--- src/opc_pkg.sv ---
// Constants and types shared by the operating conditions object bank
// How it works
// Entry one reports power rail millivolts, signed
// Entry two reports logic rail millivolts, signed
// Entry three reports board temperature, tenth degrees
// Entry four reports motor temperature, reserved content
// Entry five reports chip temperature, reserved content
// Telemetry entries refuse every write
// Mode enable byte is writable, resets zero
// Virtual switch byte is writable, resets zero
// Enable zero turns modes off, two on
// Virtual switch selects the special mode used
// Entries refresh from each new measurement
package opc_pkg;

   // ----------------------------------------------------------------
   // Object addresses
   // ----------------------------------------------------------------
   localparam logic [15:0] OPC_IDX_CONDITIONS = 16'h4014;
   localparam logic [15:0] OPC_IDX_DRIVE_MODES = 16'h4015;

   localparam logic [7:0] OPC_SUB_COUNT = 8'h00;
   localparam logic [7:0] OPC_SUB_POWER = 8'h01;
   localparam logic [7:0] OPC_SUB_LOGIC = 8'h02;
   localparam logic [7:0] OPC_SUB_BOARD = 8'h03;
   localparam logic [7:0] OPC_SUB_MOTOR = 8'h04;
   localparam logic [7:0] OPC_SUB_CHIP = 8'h05;
   localparam logic [7:0] OPC_SUB_MODE_ENABLE = 8'h01;
   localparam logic [7:0] OPC_SUB_SWITCH = 8'h02;

   // ----------------------------------------------------------------
   // Reset and fixed values
   // ----------------------------------------------------------------
   localparam int OPC_TELEMETRY_ENTRIES = 5;
   localparam logic [7:0] OPC_TELEMETRY_COUNT = 8'h05;
   localparam logic [7:0] OPC_DRIVE_MODE_COUNT = 8'h02;
   localparam logic [7:0] OPC_MODE_ENABLE_RESET = 8'h00;
   localparam logic [7:0] OPC_SWITCH_RESET = 8'h00;
   localparam logic [31:0] OPC_TELEMETRY_RESET = 32'h0000_0000;
   localparam logic [7:0] OPC_MODE_OFF = 8'h00;
   localparam logic [7:0] OPC_MODE_ON = 8'h02;

   // Answer sizes in bytes
   localparam logic [2:0] OPC_SIZE_BYTE = 3'h1;
   localparam logic [2:0] OPC_SIZE_WORD = 3'h4;

   // ----------------------------------------------------------------
   // Standard CANopen abort codes
   // ----------------------------------------------------------------
   localparam logic [31:0] OPC_ABORT_NONE = 32'h0000_0000;
   localparam logic [31:0] OPC_ABORT_READ_ONLY = 32'h0601_0002;
   localparam logic [31:0] OPC_ABORT_NO_OBJECT = 32'h0602_0000;
   localparam logic [31:0] OPC_ABORT_NO_SUBINDEX = 32'h0609_0011;

   // ----------------------------------------------------------------
   // Access sequencer states
   // ----------------------------------------------------------------
   typedef enum logic [1:0] {
      OPC_ST_IDLE = 2'b01,
      OPC_ST_ANSWER = 2'b10
   } opc_state_t;

endpackage

--- src/opc_sample_hold.sv ---
// Holds one telemetry measurement, refreshed on each new sample
`timescale 1ns/1ns
module opc_sample_hold
   import opc_pkg::*;
#(
   parameter int WIDTH = 32
) (
   // Clock and reset
   input wire logic sys_clk_in,
   input wire logic resetn_in,
   // New measurement
   input wire logic sample_valid_in,
   input wire logic [WIDTH-1:0] sample_in,
   // Held value
   output logic [WIDTH-1:0] value_out
);

   // Take each new measurement as it arrives
   always_ff @(posedge sys_clk_in or negedge resetn_in) begin
      if (!resetn_in) begin
         value_out <= OPC_TELEMETRY_RESET[WIDTH-1:0];
      end else if (sample_valid_in) begin
         value_out <= sample_in;
      end
   end

endmodule

--- src/opc_mode_decode.sv ---
// Turns the drive mode enable and switch bytes into mode controls
`timescale 1ns/1ns
module opc_mode_decode
   import opc_pkg::*;
(
   // Clock and reset
   input wire logic sys_clk_in,
   input wire logic resetn_in,
   // Stored configuration
   input wire logic [7:0] mode_enable_in,
   input wire logic [7:0] switch_value_in,
   // Decoded controls
   output logic modes_on_out,
   output logic [7:0] mode_select_out
);

   // Only the enable code two switches the modes on; all else is off
   always_ff @(posedge sys_clk_in or negedge resetn_in) begin
      if (!resetn_in) begin
         modes_on_out <= 1'b0;
         mode_select_out <= OPC_SWITCH_RESET;
      end else begin
         modes_on_out <= (mode_enable_in == OPC_MODE_ON);
         // Selector is only passed on while the modes are on
         if (mode_enable_in == OPC_MODE_ON) begin
            mode_select_out <= switch_value_in;
         end else begin
            mode_select_out <= OPC_SWITCH_RESET;
         end
      end
   end

endmodule

--- src/opc_object_bank.sv ---
// Operating conditions and special drive mode object bank
`timescale 1ns/1ns
module opc_object_bank
   import opc_pkg::*;
(
   // Clock and reset
   input wire logic sys_clk_in,
   input wire logic resetn_in,
   // Object access request from the fieldbus protocol engine
   input wire logic req_in,
   input wire logic write_in,
   input wire logic [15:0] index_in,
   input wire logic [7:0] subindex_in,
   input wire logic [31:0] wdata_in,
   // Object access answer
   output logic ack_out,
   output logic [31:0] rdata_out,
   output logic [2:0] size_out,
   output logic abort_out,
   output logic [31:0] abort_code_out,
   // Measurements from the converters, one strobe per entry
   input wire logic [OPC_TELEMETRY_ENTRIES-1:0] sample_valid_in,
   input wire logic [31:0] power_supply_rail_mv_in,
   input wire logic [31:0] logic_supply_rail_mv_in,
   input wire logic [31:0] control_board_temp_in,
   input wire logic [31:0] motor_temp_in,
   input wire logic [31:0] chip_temp_in,
   // Special drive mode controls
   output logic special_modes_on_out,
   output logic [7:0] drive_mode_select_out,
   output logic [7:0] drive_mode_enable_out,
   output logic [7:0] virtual_switch_value_out
);

   // ----------------------------------------------------------------
   // Declarations
   // ----------------------------------------------------------------
   opc_state_t state;
   opc_state_t next_state;
   logic [31:0] sample_bus [OPC_TELEMETRY_ENTRIES];
   logic [31:0] telemetry [OPC_TELEMETRY_ENTRIES];
   logic [7:0] drive_mode_enable;
   logic [7:0] virtual_switch_value;
   logic take;
   logic hit_conditions;
   logic hit_modes;
   logic [31:0] next_rdata;
   logic [2:0] next_size;
   logic [31:0] next_abort_code;
   logic wr_enable;
   logic wr_switch;

   // Byte value widened into the answer word
   function automatic logic [31:0] opc_widen(input logic [7:0] b);
      return {24'h00_0000, b};
   endfunction

   // ----------------------------------------------------------------
   // Telemetry entries
   // ----------------------------------------------------------------
   assign sample_bus[0] = power_supply_rail_mv_in;
   assign sample_bus[1] = logic_supply_rail_mv_in;
   assign sample_bus[2] = control_board_temp_in;
   assign sample_bus[3] = motor_temp_in;
   assign sample_bus[4] = chip_temp_in;

   // One holder per entry, refreshed on every new measurement
   for (genvar g = 0; g < OPC_TELEMETRY_ENTRIES; g++) begin : g_entry
      opc_sample_hold #(
         .WIDTH(32)
      ) u_hold (
         .sys_clk_in(sys_clk_in),
         .resetn_in(resetn_in),
         .sample_valid_in(sample_valid_in[g]),
         .sample_in(sample_bus[g]),
         .value_out(telemetry[g])
      );
   end

   // ----------------------------------------------------------------
   // Request decode
   // ----------------------------------------------------------------
   // A request is taken only while idle; one arriving during the
   // answer cycle is ignored and must be repeated
   assign take = req_in && (state == OPC_ST_IDLE);
   assign hit_conditions = (index_in == OPC_IDX_CONDITIONS);
   assign hit_modes = (index_in == OPC_IDX_DRIVE_MODES);
   assign wr_enable = take && write_in && hit_modes
      && (subindex_in == OPC_SUB_MODE_ENABLE);
   assign wr_switch = take && write_in && hit_modes
      && (subindex_in == OPC_SUB_SWITCH);

   // Answer data, size and abort code for the request in hand
   always_comb begin
      next_rdata = 32'h0000_0000;
      next_size = OPC_SIZE_BYTE;
      next_abort_code = OPC_ABORT_NONE;
      if (hit_conditions) begin
         unique case (subindex_in)
            OPC_SUB_COUNT: begin
               next_rdata = opc_widen(OPC_TELEMETRY_COUNT);
            end
            OPC_SUB_POWER: begin
               next_rdata = telemetry[0];
               next_size = OPC_SIZE_WORD;
            end
            OPC_SUB_LOGIC: begin
               next_rdata = telemetry[1];
               next_size = OPC_SIZE_WORD;
            end
            OPC_SUB_BOARD: begin
               next_rdata = telemetry[2];
               next_size = OPC_SIZE_WORD;
            end
            OPC_SUB_MOTOR: begin
               next_rdata = telemetry[3];
               next_size = OPC_SIZE_WORD;
            end
            OPC_SUB_CHIP: begin
               next_rdata = telemetry[4];
               next_size = OPC_SIZE_WORD;
            end
            default: begin
               next_abort_code = OPC_ABORT_NO_SUBINDEX;
            end
         endcase
         // Every telemetry subindex, count included, refuses writes
         if (write_in && (next_abort_code == OPC_ABORT_NONE)) begin
            next_abort_code = OPC_ABORT_READ_ONLY;
         end
      end else if (hit_modes) begin
         unique case (subindex_in)
            OPC_SUB_COUNT: begin
               next_rdata = opc_widen(OPC_DRIVE_MODE_COUNT);
               if (write_in) begin
                  next_abort_code = OPC_ABORT_READ_ONLY;
               end
            end
            OPC_SUB_MODE_ENABLE: begin
               next_rdata = opc_widen(drive_mode_enable);
            end
            OPC_SUB_SWITCH: begin
               next_rdata = opc_widen(virtual_switch_value);
            end
            default: begin
               next_abort_code = OPC_ABORT_NO_SUBINDEX;
            end
         endcase
      end else begin
         next_abort_code = OPC_ABORT_NO_OBJECT;
      end
      // Writes and refused accesses return no data
      if (write_in || (next_abort_code != OPC_ABORT_NONE)) begin
         next_rdata = 32'h0000_0000;
      end
   end

   // ----------------------------------------------------------------
   // Access sequencer
   // ----------------------------------------------------------------
   // Idle takes a request, the answer stands one cycle, then idle
   always_comb begin
      next_state = state;
      unique case (state)
         OPC_ST_IDLE: begin
            if (req_in) begin
               next_state = OPC_ST_ANSWER;
            end
         end
         OPC_ST_ANSWER: begin
            next_state = OPC_ST_IDLE;
         end
         default: begin
            next_state = OPC_ST_IDLE;
         end
      endcase
   end

   // State register
   always_ff @(posedge sys_clk_in or negedge resetn_in) begin
      if (!resetn_in) begin
         state <= OPC_ST_IDLE;
      end else begin
         state <= next_state;
      end
   end

   // Answer registers, loaded when a request is taken
   always_ff @(posedge sys_clk_in or negedge resetn_in) begin
      if (!resetn_in) begin
         rdata_out <= 32'h0000_0000;
         size_out <= OPC_SIZE_BYTE;
         abort_code_out <= OPC_ABORT_NONE;
         abort_out <= 1'b0;
      end else if (take) begin
         rdata_out <= next_rdata;
         size_out <= next_size;
         abort_code_out <= next_abort_code;
         abort_out <= (next_abort_code != OPC_ABORT_NONE);
      end
   end

   // Answer strobe marks the cycle after the request was taken
   assign ack_out = (state == OPC_ST_ANSWER);

   // ----------------------------------------------------------------
   // Drive mode configuration
   // ----------------------------------------------------------------
   // Mode enable byte; low byte of the written word is kept
   always_ff @(posedge sys_clk_in or negedge resetn_in) begin
      if (!resetn_in) begin
         drive_mode_enable <= OPC_MODE_ENABLE_RESET;
      end else if (wr_enable) begin
         drive_mode_enable <= wdata_in[7:0];
      end
   end

   // Virtual configuration switch byte
   always_ff @(posedge sys_clk_in or negedge resetn_in) begin
      if (!resetn_in) begin
         virtual_switch_value <= OPC_SWITCH_RESET;
      end else if (wr_switch) begin
         virtual_switch_value <= wdata_in[7:0];
      end
   end

   assign drive_mode_enable_out = drive_mode_enable;
   assign virtual_switch_value_out = virtual_switch_value;

   // Decode enable and switch into the mode controls
   opc_mode_decode u_mode (
      .sys_clk_in(sys_clk_in),
      .resetn_in(resetn_in),
      .mode_enable_in(drive_mode_enable),
      .switch_value_in(virtual_switch_value),
      .modes_on_out(special_modes_on_out),
      .mode_select_out(drive_mode_select_out)
   );

endmodule

--- config.mk ---
export PLATFORM = sky130hd
export DESIGN_NAME = opc_object_bank
export DESIGN_NICKNAME = d
export VERILOG_FILES = /design/src/opc_pkg.sv /design/src/opc_sample_hold.sv /design/src/opc_mode_decode.sv /design/src/opc_object_bank.sv
export SDC_FILE = /design/constraint.sdc
export NUM_CORES = 1
export LEC_CHECK = 0
export ABC_AREA = 1
export BUFFER_PORTS_ARGS = -buffer_cell sky130_fd_sc_hd__clkbuf_2
export CAP_MARGIN = 20
export CORE_AREA = 2 2 150 188
export CTS_CLUSTER_DIAMETER = 150
export DETAILED_ROUTE_END_ITERATION = 8
export DIE_AREA = 0 0 152 190
export SLEW_MARGIN = 20
export SYNTH_ARGS = -nofsm -noshare
export SYNTH_HDL_FRONTEND = slang
export SYNTH_SLANG_ARGS = --single-unit
--- constraint.sdc ---
create_clock -name sys_clk_in -period 2.25 [get_ports sys_clk_in]
set_clock_uncertainty 0.2 [all_clocks]
set_input_delay 0.45 -clock sys_clk_in [delete_from_list [all_inputs] [get_ports sys_clk_in]]
set_output_delay 0.45 -clock sys_clk_in [all_outputs]
set_load 0.05 [all_outputs]
==> results.py <==
metrics = {
    "status": {
        "status": "finished, final reports clean",
    },
    "cts": {
        "cts_sinks": 227,
        "numCtsBuffers": 25,
        "h-tree-depth": 1,
        "cts_tree": "yes",
        "path_clk_slew_ns": 0.06,
        "root_buffer": "clkbuf_16",
        "clock_path_buffers": 3,
        "worstSkewPairLatency_ns": 0.53,
        "cts_resized": 0,
    },
    "synth": {
        "synth-adder-area-share_pct": 0,
        "synth_cells": 1176,
        "synth_top_area_share_pct": 52.6,
        "syn_area_per_cell_um2": 9.11,
        "yosysWarnings": 0,
        "synth_simple_gate_area_share_pct": 21.1,
        "seq_area_frac_synth_pct": 53.1,
        "synth_enable_flop_cells": 0,
        "synth.largest_area_cell": "dfrtp_1",
        "synth_most_common_cell": "nand2_1",
        "ys.flop_type": "dfrtp_1",
        "muxShareOfSynthArea_pct": 9.57,
        "synthXorXnorAreaFrac_pct": 0,
        "synthArstFlopShare_pct": 100,
        "synth_top_family_by_area": "simple AND/OR/NAND/NOR gates",
        "synth_compound_area_share_pct": 7.48,
        "synth_area_leaders": "dfrtp_1 53%, nand2_1 11%, mux2_2 9.6%, inv_1 3.9%, o21ai_0 3.9%",
        "syn_area_um2": 10700,
        "synth.distinct_cells": 36,
        "ys_ff_latch": 227,
        "synthTopCellsByCount": "309 x nand2_1, 225 x dfrtp_1, 112 x inv_1",
    },
    "hold_path": {
        "hold_path.class": "primary input to flip-flop",
        "hp-start": "write_in",
    },
    "setup_path": {
        "worstSetupEndpoint": "ack_out",
        "endpoint_kind": "output pin",
        "worst-r2r-cell-count": 6,
        "critPathKind": "flip-flop to output pin",
        "crit_required_ns": 1.60,
        "worstSetupStartpointType": "flip-flop",
        "worstPathArrival_ns": 1.32,
        "reg2reg_to": "virtual_switch_value_out[3]",
        "cp-startpoint": "state[0]",
        "r2r_slack_ns": 0.36,
        "r2r_start": "state[0]",
        "cp_max_fo": 2,
    },
    "timing": {
        "slew_headroom_pct": 60.3,
        "rsz0062_at_grt": "false",
        "tightest_slew_ns": 0.596,
        "tns_ns": 0,
        "min_period_ns": 1.97,
        "setup_slack_ns": 0.276,
        "drv_slew": 0,
        "finalHoldViolations": 0,
        "timing.fmax_ghz": 0.507,
        "setup_viol": 0,
        "period_share_pct": 87.7,
    },
    "drt": {
        "wl_per_cell_um": 17.3,
        "drc": 0,
        "drt.antenna.violating_nets": 0,
        "drt-total-wl_um": 34900,
        "drt-initial-drc-count": 338,
        "drt_first_pass_iters": 5,
        "via_count": 9702,
        "via_per_inst": 4.82,
    },
    "floorplanning": {
        "pin_count": 319,
        "die_w_um": 152,
        "num_rows": 68,
        "start_util_pct": 39.2,
        "die_h_um": 190,
        "die-area_um2": 28900,
        "core_area_um2": 27300,
    },
    "global_route": {
        "grt_max_degree": 56,
        "grt.total_usage_pct": 24.3,
        "grt_pass1_vias": 10400,
        "antenna_found_initial": 3,
        "gr-total-overflow": 0,
        "grt_pass1_wl_um": 55500,
    },
    "place": {
        "hpwl_um": 23700,
        "numPortBuffers": 269,
        "pre_cts_ws_ns": -0.0343,
        "place_area_um2": 12700,
        "place.gp.congestion": 0.821,
    },
    "power_and_ir_drop": {
        "power_density_nw_per_um2": 654,
        "vdd_drop_max_v": 0.000533,
        "p_leak_nw": 7.54,
        "power_mw": 9.97,
    },
    "layout": {
        "drive_gt1_share_pct": 31.0,
        "area_delta_synth_final_pct": 42.3,
        "stdcell_area_um2": 15200,
        "final_net_count": 1866,
    },
    "flow_run": {
        "cap_violations": 0,
    },
}
==> per-stage QoR <==
| step | cells | utilization (%) | hold slack (ns) |
|---|---|---|---|
| after CTS | 2010 | 55.8 | 0.0467 |
| after detailed placement | 1795 | 46.6 | 0.219 |
| after global routing | 2013 | 55.8 | 0.0812 |
| after global placement | 1795 | 46.6 | 0.213 |
| final | 2014 | 55.8 | 0.0716 |
| after floorplan | 1200 | - | -0.0456 |
==> cell families (layout without fill, tap and decap cells) <==
family          count (synthesis)  after routing
simple gates                  509            509
compound gates                149            149
other cells                     1             29
buf+inv                       199            659
mux                            91             91
flops                         227            227
==> flip-flops by register name, indices dropped and copies added (netlist names) <==
name,count
u_mode.modes_on_out,1
state,2
u_mode.mode_select_out,8
abort_code_out,5
size_out,2
virtual_switch_value_out,8
rdata_out,32
g_entry.u_hold.value_out,160
drive_mode_enable_out,8
abort_out,1
==> critical path, stage by stage (launching register included) <==
cell and delay (ns):
dfstp_2 0.53, nor2_1 0.05, clkbuf_2 0.23
==> layout by cell type (no fill, tap or decap), types with 2 or more instances in the layout <==
cell type,n
dlygate4sd3_1,169
nor2_2,8
nand3_2,24
o21ai_0,83
dfrtp_1,225
inv_1,112
clkinv_1,2
clkbuf_8,11
nor2_4,2
clkbuf_16,25
buf_12,15
clkinv_2,3
diode_2,4
clkbuf_1,6
nand3_1,45
inv_2,5
nor2_8,3
buf_4,41
conb_1,25
nand2_1,309
dfstp_2,2
o21ai_1,34
o22ai_1,18
nor3_1,8
a31oi_1,2
mux2_2,91
a21oi_1,7
nor2_1,97
clkbuf_2,268
nand2_2,9
==> what timing repair did <==
item / CTS / global route
setup endpoints to repair: 0 / 0
hold endpoints to repair: 222 / 0
hold buffers: 169 / 0
setup buffers: 0 / 0
==> cell type report <==
type / count / area (um2)
antenna: 4 / 10.0
clock inverter: 4 / 23.8
multi-input combinational: 774 / 4190
tap: 350 / 438
fill: 2450 / 12100
inverter: 119 / 447
clock buffer: 42 / 800
sequential: 227 / 5680
timing repair buffer: 494 / 3660
==> power breakdown <==
part           switching, mW  internal (mW)
clock network           1.67           2.41
logic                  0.757          0.618
registers              0.132           4.38
==> worst min path at each step <==
stage                                endpoint  slack [ns]  cells after the start
2_1_floorplan              abort_code_out[16]       -0.05                      0
3_3_place_gp   g_entry[4].u_hold.value_out[8]        0.21                      1
3_5_place_dp      virtual_switch_value_out[6]        0.22                      1
4_1_cts                     abort_code_out[1]        0.05                      3
5_1_grt                          rdata_out[1]        0.08                      4
6_report                    abort_code_out[1]        0.07                      3
==> routing by layer <==
metal  vias to the layer above  wire length [um]  share of wire [%]  global-route usage [%]
met5                         -                 0                  0                       0
li1                       4637                 -                  -                       -
met4                         0              1200                3.4                    8.77
met2                       318             18300                 52                    45.4
met1                      4665             13700                 39                    28.0
met3                        82              1760                5.0                    4.17
No activity file was read; power rests on OpenSTA's default activity.
